<file path="config.mk">
export PLATFORM = sky130hd
export DESIGN_NAME = card_config_registers
export DESIGN_NICKNAME = d
export VERILOG_FILES = /design/src/design/card_config_pkg.sv /design/src/design/card_config_registers.sv
export SDC_FILE = /design/constraint.sdc
export NUM_CORES = 1
export LEC_CHECK = 0
export ABC_AREA = 1
export BUFFER_PORTS_ARGS = -buffer_cell sky130_fd_sc_hd__buf_2
export CAP_MARGIN = 20
export CORE_MARGIN = 2
export CORE_UTILIZATION = 31
export DETAILED_ROUTE_END_ITERATION = 10
export SETUP_SLACK_MARGIN = 0.1
export SLEW_MARGIN = 5
export SYNTH_ARGS = -nofsm -noshare
export SYNTH_HDL_FRONTEND = slang
export SYNTH_SLANG_ARGS = --single-unit
export TNS_END_PERCENT = 100
</file>
<file path="constraint.sdc">
create_clock -name clock -period 2 [get_ports clock]
set_clock_uncertainty 0.05 [all_clocks]
set_input_delay 0.4 -clock clock [delete_from_list [all_inputs] [get_ports clock]]
set_output_delay 0.4 -clock clock [all_outputs]
set_load 0.01 [all_outputs]
</file>
<file path="src/design/card_config_pkg.sv">
// constants for the card configuration register bank
package card_config_pkg;

	// ************************************************************
	// register byte addresses (attribute space)
	// ************************************************************
	localparam logic [10:0] OFS_OPTION = 11'h200;
	localparam logic [10:0] OFS_CONFIG_STATE = 11'h202;
	localparam logic [10:0] OFS_PIN_MIRROR = 11'h204;
	localparam logic [10:0] OFS_SOCKET_COPY = 11'h206;

	// ************************************************************
	// reset values
	// ************************************************************
	localparam logic [7:0] RST_OPTION = 8'h00;
	localparam logic [7:0] RST_CONFIG_STATE = 8'h00;
	localparam logic [7:0] RST_PIN_MIRROR = 8'h0C;
	localparam logic [7:0] RST_SOCKET_COPY = 8'h00;

	// ************************************************************
	// field positions
	// ************************************************************
	localparam int BIT_SOFT_RESET = 7;
	localparam int BIT_LEVEL_IRQ = 6;
	localparam int BIT_CHANGED = 7;
	localparam int BIT_STATUS_CHANGE_PIN_EN = 6;
	localparam int BIT_NARROW_IO = 5;
	localparam int BIT_POWER_DOWN = 2;
	localparam int BIT_IRQ_PENDING = 1;
	localparam int BIT_RDY_CHANGE = 5;
	localparam int BIT_WP_CHANGE = 4;
	localparam int BIT_RDY_STATE = 1;
	localparam int BIT_WP_STATE = 0;
	localparam int BIT_COPY = 4;
	localparam logic [7:0] PIN_MIRROR_ONES = 8'h0C;

	// ************************************************************
	// mode select values and task-file address pages
	// ************************************************************
	localparam logic [5:0] IDX_MEMORY = 6'h00;
	localparam logic [5:0] IDX_CONTIG_IO = 6'h01;
	localparam logic [5:0] IDX_PRIMARY_IO = 6'h02;
	localparam logic [5:0] IDX_SECONDARY_IO = 6'h03;
	localparam logic [5:0] PAGE_PRIMARY = 6'h1F;
	localparam logic [5:0] PAGE_PRIMARY_ALT = 6'h3F;
	localparam logic [5:0] PAGE_SECONDARY = 6'h17;
	localparam logic [5:0] PAGE_SECONDARY_ALT = 6'h37;
	localparam logic [2:0] ALT_WORD = 3'h3;

	// ************************************************************
	// timing: pulse-mode interrupt width
	// ************************************************************
	localparam int CLOCK_MHZ = 100;
	localparam int IRQ_PULSE_NS = 100;
	localparam int IRQ_PULSE_CYC = (IRQ_PULSE_NS * CLOCK_MHZ + 999) / 1000;
	localparam logic [7:0] IRQ_PULSE_LEN = 8'(IRQ_PULSE_CYC);

endpackage

</file>
<file path="src/design/card_config_registers.sv">
// card configuration register bank with pin control
`timescale 1ns/1ps
`default_nettype none

module card_config_registers (
	// clock and reset
	input wire logic clock,
	input wire logic nrst,
	// host socket pins
	input wire logic card_enable_n,
	input wire logic attr_select_n,
	input wire logic io_cycle_n,
	input wire logic read_enable_n,
	input wire logic write_enable_n,
	input wire logic [10:0] addr,
	input wire logic [7:0] data_in,
	output logic [7:0] data_out,
	output logic data_oe,
	// card pins driven back
	output logic status_change_pin_n,
	output logic interrupt_request_pin_n,
	// card core state
	input wire logic ready_busy_live,
	input wire logic write_protect_live,
	input wire logic interrupt_live,
	input wire logic interrupt_disable,
	// card core controls
	output logic card_reset,
	output logic power_down,
	output logic level_interrupt_select,
	output logic [5:0] mode_index,
	output logic narrow_io_only,
	output logic copy_number,
	output logic disk_mode,
	output logic taskfile_select
);

	// ************************************************************
	// decode helpers
	// ************************************************************
	function automatic logic reg_hit(input logic [10:0] a, input logic [10:0] ofs);
		reg_hit = (a == ofs);
	endfunction

	function automatic logic tf_hit(input logic [5:0] idx, input logic [10:0] a,
			input logic attr_n, input logic io_n);
		logic [5:0] page;
		page = a[9:4];
		case (idx)
			card_config_pkg::IDX_MEMORY: begin
				// low page 0h-Fh or the upper half 400h-7FFh only
				tf_hit = attr_n & io_n & (a[10] | ~|page);
			end
			card_config_pkg::IDX_CONTIG_IO: begin
				tf_hit = ~io_n;
			end
			card_config_pkg::IDX_PRIMARY_IO: begin
				tf_hit = ~io_n & ((page == card_config_pkg::PAGE_PRIMARY & ~a[3])
					| (page == card_config_pkg::PAGE_PRIMARY_ALT & a[3:1] == card_config_pkg::ALT_WORD));
			end
			card_config_pkg::IDX_SECONDARY_IO: begin
				tf_hit = ~io_n & ((page == card_config_pkg::PAGE_SECONDARY & ~a[3])
					| (page == card_config_pkg::PAGE_SECONDARY_ALT & a[3:1] == card_config_pkg::ALT_WORD));
			end
			default: begin
				tf_hit = 1'b0;
			end
		endcase
	endfunction

	// ************************************************************
	// disk-interface strap
	// ************************************************************
	logic strap_done_q;
	logic disk_mode_q;

	// strap sampled on the first edge after release, never under reset
	always_ff @(posedge clock or negedge nrst) begin
		if (!nrst) begin
			strap_done_q <= 1'b0;
			disk_mode_q <= 1'b0;
		end else if (!strap_done_q) begin
			strap_done_q <= 1'b1;
			disk_mode_q <= ~read_enable_n;
		end
	end

	// ************************************************************
	// access strobes
	// ************************************************************
	logic we_n_q;
	logic cfg_sel;
	logic wr_stb;
	logic wr_opt, wr_cfg, wr_pin, wr_sock;

	always_ff @(posedge clock or negedge nrst) begin
		if (!nrst) begin
			we_n_q <= 1'b1;
		end else begin
			we_n_q <= write_enable_n;
		end
	end

	// no access until the strap is known, so disk mode never leaks a write
	assign cfg_sel = strap_done_q & ~disk_mode_q & ~card_enable_n
		& ~attr_select_n & io_cycle_n & ~addr[0];
	assign wr_stb = cfg_sel & ~write_enable_n & we_n_q;
	assign wr_opt = wr_stb & reg_hit(addr, card_config_pkg::OFS_OPTION);
	assign wr_cfg = wr_stb & reg_hit(addr, card_config_pkg::OFS_CONFIG_STATE);
	assign wr_pin = wr_stb & reg_hit(addr, card_config_pkg::OFS_PIN_MIRROR);
	assign wr_sock = wr_stb & reg_hit(addr, card_config_pkg::OFS_SOCKET_COPY);

	// ************************************************************
	// option register
	// ************************************************************
	logic soft_reset_bit_q;
	logic level_irq_q;
	logic [5:0] index_q;
	logic io_mode;

	always_ff @(posedge clock or negedge nrst) begin
		if (!nrst) begin
			soft_reset_bit_q <= card_config_pkg::RST_OPTION[card_config_pkg::BIT_SOFT_RESET];
			level_irq_q <= card_config_pkg::RST_OPTION[card_config_pkg::BIT_LEVEL_IRQ];
			index_q <= card_config_pkg::RST_OPTION[5:0];
		end else if (wr_opt) begin
			soft_reset_bit_q <= data_in[card_config_pkg::BIT_SOFT_RESET];
			if (data_in[card_config_pkg::BIT_SOFT_RESET]) begin
				level_irq_q <= 1'b0;
				index_q <= card_config_pkg::IDX_MEMORY;
			end else begin
				level_irq_q <= data_in[card_config_pkg::BIT_LEVEL_IRQ];
				index_q <= data_in[5:0];
			end
		end
	end

	assign io_mode = ~disk_mode_q & (index_q != card_config_pkg::IDX_MEMORY);

	// ************************************************************
	// configuration and status register
	// ************************************************************
	logic status_change_pin_en_q;
	logic narrow_q;
	logic pwd_q;
	logic irq_pending;

	always_ff @(posedge clock or negedge nrst) begin
		if (!nrst) begin
			status_change_pin_en_q <= 1'b0;
			narrow_q <= 1'b0;
			pwd_q <= 1'b0;
		end else if (soft_reset_bit_q) begin
			status_change_pin_en_q <= 1'b0;
			narrow_q <= 1'b0;
			pwd_q <= 1'b0;
		end else if (wr_cfg) begin
			status_change_pin_en_q <= data_in[card_config_pkg::BIT_STATUS_CHANGE_PIN_EN];
			narrow_q <= data_in[card_config_pkg::BIT_NARROW_IO];
			pwd_q <= data_in[card_config_pkg::BIT_POWER_DOWN];
		end
	end

	assign irq_pending = interrupt_live & ~interrupt_disable;

	// ************************************************************
	// pin replacement latches
	// ************************************************************
	logic rdy_prev_q, wp_prev_q;
	logic rdy_chg_q, wp_chg_q;

	always_ff @(posedge clock or negedge nrst) begin
		if (!nrst) begin
			rdy_prev_q <= 1'b0;
			wp_prev_q <= 1'b0;
		end else begin
			rdy_prev_q <= ready_busy_live;
			wp_prev_q <= write_protect_live;
		end
	end

	// a change in the write cycle wins over the host value
	always_ff @(posedge clock or negedge nrst) begin
		if (!nrst) begin
			rdy_chg_q <= card_config_pkg::RST_PIN_MIRROR[card_config_pkg::BIT_RDY_CHANGE];
			wp_chg_q <= card_config_pkg::RST_PIN_MIRROR[card_config_pkg::BIT_WP_CHANGE];
		end else begin
			if (strap_done_q & (ready_busy_live != rdy_prev_q)) begin
				rdy_chg_q <= 1'b1;
			end else if (wr_pin) begin
				rdy_chg_q <= data_in[card_config_pkg::BIT_RDY_CHANGE];
			end
			if (strap_done_q & (write_protect_live != wp_prev_q)) begin
				wp_chg_q <= 1'b1;
			end else if (wr_pin) begin
				wp_chg_q <= data_in[card_config_pkg::BIT_WP_CHANGE];
			end
		end
	end

	// ************************************************************
	// socket and copy register
	// ************************************************************
	logic copy_q;

	always_ff @(posedge clock or negedge nrst) begin
		if (!nrst) begin
			copy_q <= card_config_pkg::RST_SOCKET_COPY[card_config_pkg::BIT_COPY];
		end else if (wr_sock) begin
			copy_q <= data_in[card_config_pkg::BIT_COPY];
		end
	end

	// ************************************************************
	// read path
	// ************************************************************
	logic [7:0] rd_mux;

	always_comb begin
		rd_mux = 8'h00;
		if (reg_hit(addr, card_config_pkg::OFS_OPTION)) begin
			rd_mux = {soft_reset_bit_q, level_irq_q, index_q};
		end else if (reg_hit(addr, card_config_pkg::OFS_CONFIG_STATE)) begin
			rd_mux[card_config_pkg::BIT_CHANGED] = rdy_chg_q;
			rd_mux[card_config_pkg::BIT_STATUS_CHANGE_PIN_EN] = status_change_pin_en_q;
			rd_mux[card_config_pkg::BIT_NARROW_IO] = narrow_q;
			rd_mux[card_config_pkg::BIT_POWER_DOWN] = pwd_q;
			rd_mux[card_config_pkg::BIT_IRQ_PENDING] = irq_pending;
		end else if (reg_hit(addr, card_config_pkg::OFS_PIN_MIRROR)) begin
			rd_mux = card_config_pkg::PIN_MIRROR_ONES;
			rd_mux[card_config_pkg::BIT_RDY_CHANGE] = rdy_chg_q;
			rd_mux[card_config_pkg::BIT_WP_CHANGE] = wp_chg_q;
			rd_mux[card_config_pkg::BIT_RDY_STATE] = ready_busy_live;
			rd_mux[card_config_pkg::BIT_WP_STATE] = write_protect_live;
		end else if (reg_hit(addr, card_config_pkg::OFS_SOCKET_COPY)) begin
			rd_mux[card_config_pkg::BIT_COPY] = copy_q;
		end
	end

	// unmapped even attribute addresses read as zero but still drive the bus
	always_ff @(posedge clock or negedge nrst) begin
		if (!nrst) begin
			data_out <= 8'h00;
			data_oe <= 1'b0;
		end else begin
			data_oe <= cfg_sel & ~read_enable_n;
			data_out <= (cfg_sel & ~read_enable_n) ? rd_mux : 8'h00;
		end
	end

	// ************************************************************
	// interrupt request pin
	// ************************************************************
	logic pend_prev_q;
	logic [7:0] pulse_cnt_q;

	always_ff @(posedge clock or negedge nrst) begin
		if (!nrst) begin
			pend_prev_q <= 1'b0;
			pulse_cnt_q <= 8'h00;
		end else begin
			pend_prev_q <= irq_pending;
			if (irq_pending & ~pend_prev_q) begin
				pulse_cnt_q <= card_config_pkg::IRQ_PULSE_LEN;
			end else if (pulse_cnt_q != 8'h00) begin
				pulse_cnt_q <= pulse_cnt_q - 8'h01;
			end
		end
	end

	// memory mode: pin carries ready/busy; I/O mode: interrupt request
	always_ff @(posedge clock or negedge nrst) begin
		if (!nrst) begin
			interrupt_request_pin_n <= 1'b1;
		end else if (!io_mode) begin
			interrupt_request_pin_n <= ready_busy_live;
		end else if (level_irq_q) begin
			interrupt_request_pin_n <= ~irq_pending;
		end else begin
			interrupt_request_pin_n <= (pulse_cnt_q == 8'h00);
		end
	end

	// ************************************************************
	// status change pin
	// ************************************************************
	always_ff @(posedge clock or negedge nrst) begin
		if (!nrst) begin
			status_change_pin_n <= 1'b1;
		end else begin
			status_change_pin_n <= ~(io_mode & status_change_pin_en_q & rdy_chg_q);
		end
	end

	// ************************************************************
	// core control outputs
	// ************************************************************
	always_ff @(posedge clock or negedge nrst) begin
		if (!nrst) begin
			card_reset <= 1'b1;
			power_down <= 1'b0;
			level_interrupt_select <= 1'b0;
			mode_index <= card_config_pkg::IDX_MEMORY;
			narrow_io_only <= 1'b0;
			copy_number <= 1'b0;
			disk_mode <= 1'b0;
			taskfile_select <= 1'b0;
		end else begin
			card_reset <= soft_reset_bit_q;
			power_down <= pwd_q;
			level_interrupt_select <= level_irq_q;
			mode_index <= index_q;
			narrow_io_only <= narrow_q;
			copy_number <= copy_q;
			disk_mode <= disk_mode_q;
			if (disk_mode_q) begin
				taskfile_select <= ~card_enable_n;
			end else begin
				taskfile_select <= ~card_enable_n & tf_hit(index_q, addr, attr_select_n, io_cycle_n);
			end
		end
	end
endmodule

`default_nettype wire

</file>
Word level (Yosys, flattened, before mapping) --
Index checks and enable logic that the tools add are counted.
Word-level totals: flip-flop bits (word level) 52, output and inout bits 24
Operators by class: $add $sub $neg 1, eq/ne operators 14, mux-type cells 29, bitwise logic cells 43, reductions and logical operators 10
Operators with widths (number):
- 11-bit by 10-bit equality test with 1-bit output, second input constant | 4
- 8-bit 2-to-1 mux | 4
- 1-bit AND | 28
- 1-bit 2-to-1 mux | 19
- 6-bit by 2-bit equality test with 1-bit output, second input constant | 2
- 6-bit by 5-bit equality test with 1-bit output, second input constant | 2
- 6-bit equality test, second input constant | 2
- 1-bit inverter | 12
- 8-bit zero test | 1
- 2-bit nonzero test | 4
- 8-bit nonzero test | 1
- 8-bit by 1-bit subtractor with 8-bit output, second input constant | 1
- 6-bit by 1-bit equality test with 1-bit output, second input constant | 1
- 6-bit zero test | 1
- 6-bit 2-to-1 mux | 1
- 6-bit nonzero test | 1
- 6-bit OR reduction | 1
- 2-bit 2-to-1 mux | 2
- 4-bit 2-to-1 mux | 1
- 1-bit one-hot mux with 4 select lines | 1
- 3-bit by 2-bit equality test with 1-bit output, second input constant | 1
- 3-bit 2-to-1 mux | 1
- 1-bit bitwise OR | 3
- 1-bit != test | 2
- 1-bit zero test | 1

Longest topological paths before layout --
depth after elaboration 11, mapped depth 9

Worst setup path before layout --
Ideal clock, no wire load.
path kind reg2reg, start register pulse_cnt_q[0], end register pulse_cnt_q[5], library setup time 118 ps, data arrival time 1278 ps, data required time 1832 ps, slack 554 ps, cell stages (with the launch flop) 8, cells stage by stage dfrtp_1 inv_1 ha_1 nand3_1 nor3_4 inv_2 a21oi_1 nor2_1
On the way: word-level cells in the longest chain between the ends 3, elaborated cells between the ends (all ways) 5, classes of those cells add/sub (1); mux (2); reduce/logical (2)
RTL lines:
- from (decl) | RTL line card_config_registers.sv:255 | logic [7:0] pulse_cnt_q;
- from (signal assigned) | RTL line card_config_registers.sv:264 | pulse_cnt_q <= card_config_pkg::IRQ_PULSE_LEN;
- from (signal assigned) | RTL line card_config_registers.sv:266 | pulse_cnt_q <= pulse_cnt_q - 8'h01;
- 8-bit by 1-bit subtractor with 8-bit output | RTL line card_config_registers.sv:266
- 8-bit 2-to-1 mux | RTL line card_config_registers.sv:265 | end else if (pulse_cnt_q != 8'h00) begin
- 8-bit 2-to-1 mux | RTL line card_config_registers.sv:263 | if (irq_pending & ~pend_prev_q) begin
Several ways; a longest one is shown, not always the timed one. The select of a mux whose other input is x is not followed. A chain may end at the register's enable or synchronous reset.

Final worst setup path --
Same ends and word-level chain as after synthesis.

==> run metrics <==
status=completed; total vias in the final route=~1,900; die extent in y=90.1 µm; DRC violation count after routing=0; Reg2Reg Setup Slack=approximately 0.37 ns; layout-stage area growth over the synthesis result=23.6%; post-route clock period utilization=0.813; Power Density=around 820 mW/mm²; number of warnings issued by yosys=0; width of the die=about 90 µm; CTS tree=built; clock period minus worst slack=approximately 1.6 ns; global-route wire length before repair=between 8000 and 9000 µm; final wirelength=between 5000 and 6000 µm; clk_lat worst skew=0.30 ns; Leakage Power=around 1.5 nW; number of antenna violations at the first check in global routing=0; Clk pin slew, worst setup/hold paths=0.09 ns; gr usage total=0.138; most used flip-flop cell after synthesis=sky130_fd_sc_hd__dfrtp_1; fraction of the mapped netlist area in adder cells=0.00544; portion of total power attributed to combinational logic=0.150; FFs w/ async S/R, synth=1.00; final number of setup-violating endpoints=0; count of port buffers added during placement=53; Reg power frac=0.516; placed wire-length estimate=4030 µm; Routed wire per std cell=between 10 and 15 µm; CP startpoint kind=flip-flop; buffer cell driving the clock tree root=sky130_fd_sc_hd__clkbuf_8; Net count, final=~350; most frequent cells after synthesis=69 x sky130_fd_sc_hd__nand2_1, 48 x sky130_fd_sc_hd__dfrtp_1, 34 x sky130_fd_sc_hd__nor2_1; number of hold buffers added after CTS=0; setup ws final=approximately 0.37 ns; kind of end point of the critical path=flip-flop; post-CTS repair timing setup buffer count=0; number of placement rows=31; remaining global-route overflow=0; library cells used by synthesis=30; maximum fanout along the worst path=10; Cell Count Post-Placement=just over 400; post-synthesis cell area=about 0.0023 mm²; share of the synthesized area in the top cell type=0.522; FILL cells=approximately 770; final hold vios=0; Top Ports=54; standard cell with the maximum stage delay on the critical path=sky130_fd_sc_hd__dfrtp_1; Max Buffers Root-to-Sink=2; last weighted congestion value of the routability-driven placer=0.899; Data arrival, critical path=1.78 ns; part of the total power dissipated in the clock network=0.333; non-filler instance count after layout=420; required time worst endpoint=2.15 ns; Worst Reg-to-Reg Cells=7; total power=approximately 2.3 mW; RSZ-0062 raised after global routing=false; most common cell in the synthesized netlist=sky130_fd_sc_hd__nand2_1; sequential fraction of the synthesis area=0.568; maximum vdd drop=0.000328 V; CTS buffer count=5; clock net sink count=52; multiplexer share of the synthesized area=0; number of enable flip-flop cells after synthesis=0; ANT cells=0; top cells by area in the synthesized netlist=sky130_fd_sc_hd__dfrtp_1 52%, sky130_fd_sc_hd__nand2_1 11%, sky130_fd_sc_hd__nor2_1 5.5%, sky130_fd_sc_hd__dfstp_2 4.6%, sky130_fd_sc_hd__inv_1 3.8%; core region area=between 0.007 and 0.008 mm²; vias in the first global route=1,853; Max stage delay on crit path=around 0.38 ns; Avg Synthesized Cell Area=8.91 µm²; largest area contributor in the synthesized netlist=sky130_fd_sc_hd__dfrtp_1; worst reg2reg path startpoint=pulse_cnt_q[0]; syn_nets=between 200 and 300; worst reg2reg endpoint=pulse_cnt_q[5]; die area=just over 0.008 mm²; post-synthesis instance total=258; main combinational cell family by area after synthesis=simple AND/OR/NAND/NOR gates; Int Pwr=1.72 mW; pin count of the biggest net entering global routing=53; PostCTS Resize Cnt=0; layout cells sized above 1=0.277; number of violations of the max-capacitance limit=0; switching power=~610 µW; count of antenna-violating nets left after detailed routing=0; maximum level of the CTS H-tree=2; class of the most critical hold timing path=input port to async pin; maximum achievable frequency=between 600 and 700 MHz; drt pass-1 iters=4; post-synthesis simple-gate area fraction=0.316; post-synthesis share of cell area spent on xor and xnor gates=0.0114; starting utilization of the core area=0.319; synthesized flop and latch total=52; number of vias per cell after detailed routing=4.43; max-slew violation count=0; switching share of power=0.263; setup slack after placement=around 0.33 ns; setup TNS=0 ns; Worst Path Class, Setup=flip-flop to flip-flop; Iteration-0 DRC Markers=79; compound-gate portion of the synthesized area=0.0533; Critical Path, Cell by Cell=inv_1, ha_1, nand3_1, nor3_4, inv_2, a21oi_1, nor2_1
-- registers in the layout, indices dropped and copies added (netlist names), 6 cells and up --
signal       count
mode_index       6
pulse_cnt_q      8
index_q          6
data_out         8
-- power groups by stage --
stage | registers [mW] | logic [mW] | clock network (mW)
final | 1.20 | 0.350 | 0.777
after global routing | 1.22 | 0.415 | 0.831
after CTS | 1.20 | 0.358 | 0.790
after detailed placement | 1.22 | 0.357 | 0
after global placement | 1.22 | 0.346 | 0
after floorplan | 1.21 | 0.237 | 0
-- cell usage in the layout (no fill, tap or decap), types with 5 or more instances in the layout --
cell,count
sky130_fd_sc_hd__nand2_1,69
sky130_fd_sc_hd__buf_2,53
sky130_fd_sc_hd__dfrtp_1,48
sky130_fd_sc_hd__nor2_1,34
sky130_fd_sc_hd__inv_1,23
sky130_fd_sc_hd__a21oi_1,16
sky130_fd_sc_hd__nand3_1,15
sky130_fd_sc_hd__clkbuf_8,7
sky130_fd_sc_hd__nor3_1,6
sky130_fd_sc_hd__nand4_1,5
sky130_fd_sc_hd__o21ai_0,5
-- worst max-delay path by stage --
stage                         from             end  slack (ns)  cells past startpoint
global placement          addr[10]      index_q[0]        0.37                      8
global route        pulse_cnt_q[0]  pulse_cnt_q[5]        0.17                      7
floorplan           pulse_cnt_q[0]  pulse_cnt_q[5]        0.55                      7
detailed placement        addr[10]     level_irq_q        0.33                      8
finish              pulse_cnt_q[0]  pulse_cnt_q[5]        0.37                      7
CTS                 pulse_cnt_q[0]  pulse_cnt_q[5]        0.36                      7
-- cell families (layout without fill, tap and decap cells) --
group	Yosys count	in the layout
simple gates	150	150
flops	52	52
buf+inv	27	90
compound gates	24	24
xor+xnor	3	3
fa+ha+maj	1	1
other cells	1	1
-- worst max-delay path, delay by kind of cell (launching register included) --
kind,cells,cell delay (ns)
adder cells (fa/ha/maj),1,0.20
AND/OR/NAND/NOR,3,0.58
buffers and inverters,2,0.16
AO/OA/AOI/OAI,1,0.14
flip-flops,1,0.38
-- stage by stage --
stage,instance area (µm²),hold slack (ns),utilization
6_report,2840,0.0294,0.394
5_1_grt,2840,0.0400,0.394
3_3_place_gp,2720,0.344,0.377
4_1_cts,2840,0.0262,0.394
3_5_place_dp,2720,0.352,0.377
2_1_floorplan,2300,0.0544,-
-- routing by layer --
metal / vias to the layer above / track usage / share of wire
met4: 0 / 0.0423 / 0.010
met1: 884 / 0.179 / 0.47
met3: 5 / 0.0369 / 0.039
met2: 35 / 0.224 / 0.48
met5: - / 0 / 0
li1: 938 / - / -
-- final cells by class --
type	instances	area (µm²)	area share
multi-input combinational	179	892	0.314
sequential	52	1310	0.460
clock buffer	7	96.3	0.0339
inverter	27	101	0.0357
timing repair buffer	55	293	0.103
clock inverter	1	30.0	0.0106
tap	99	124	0.0436
No activity file was read; power rests on OpenSTA's default activity.
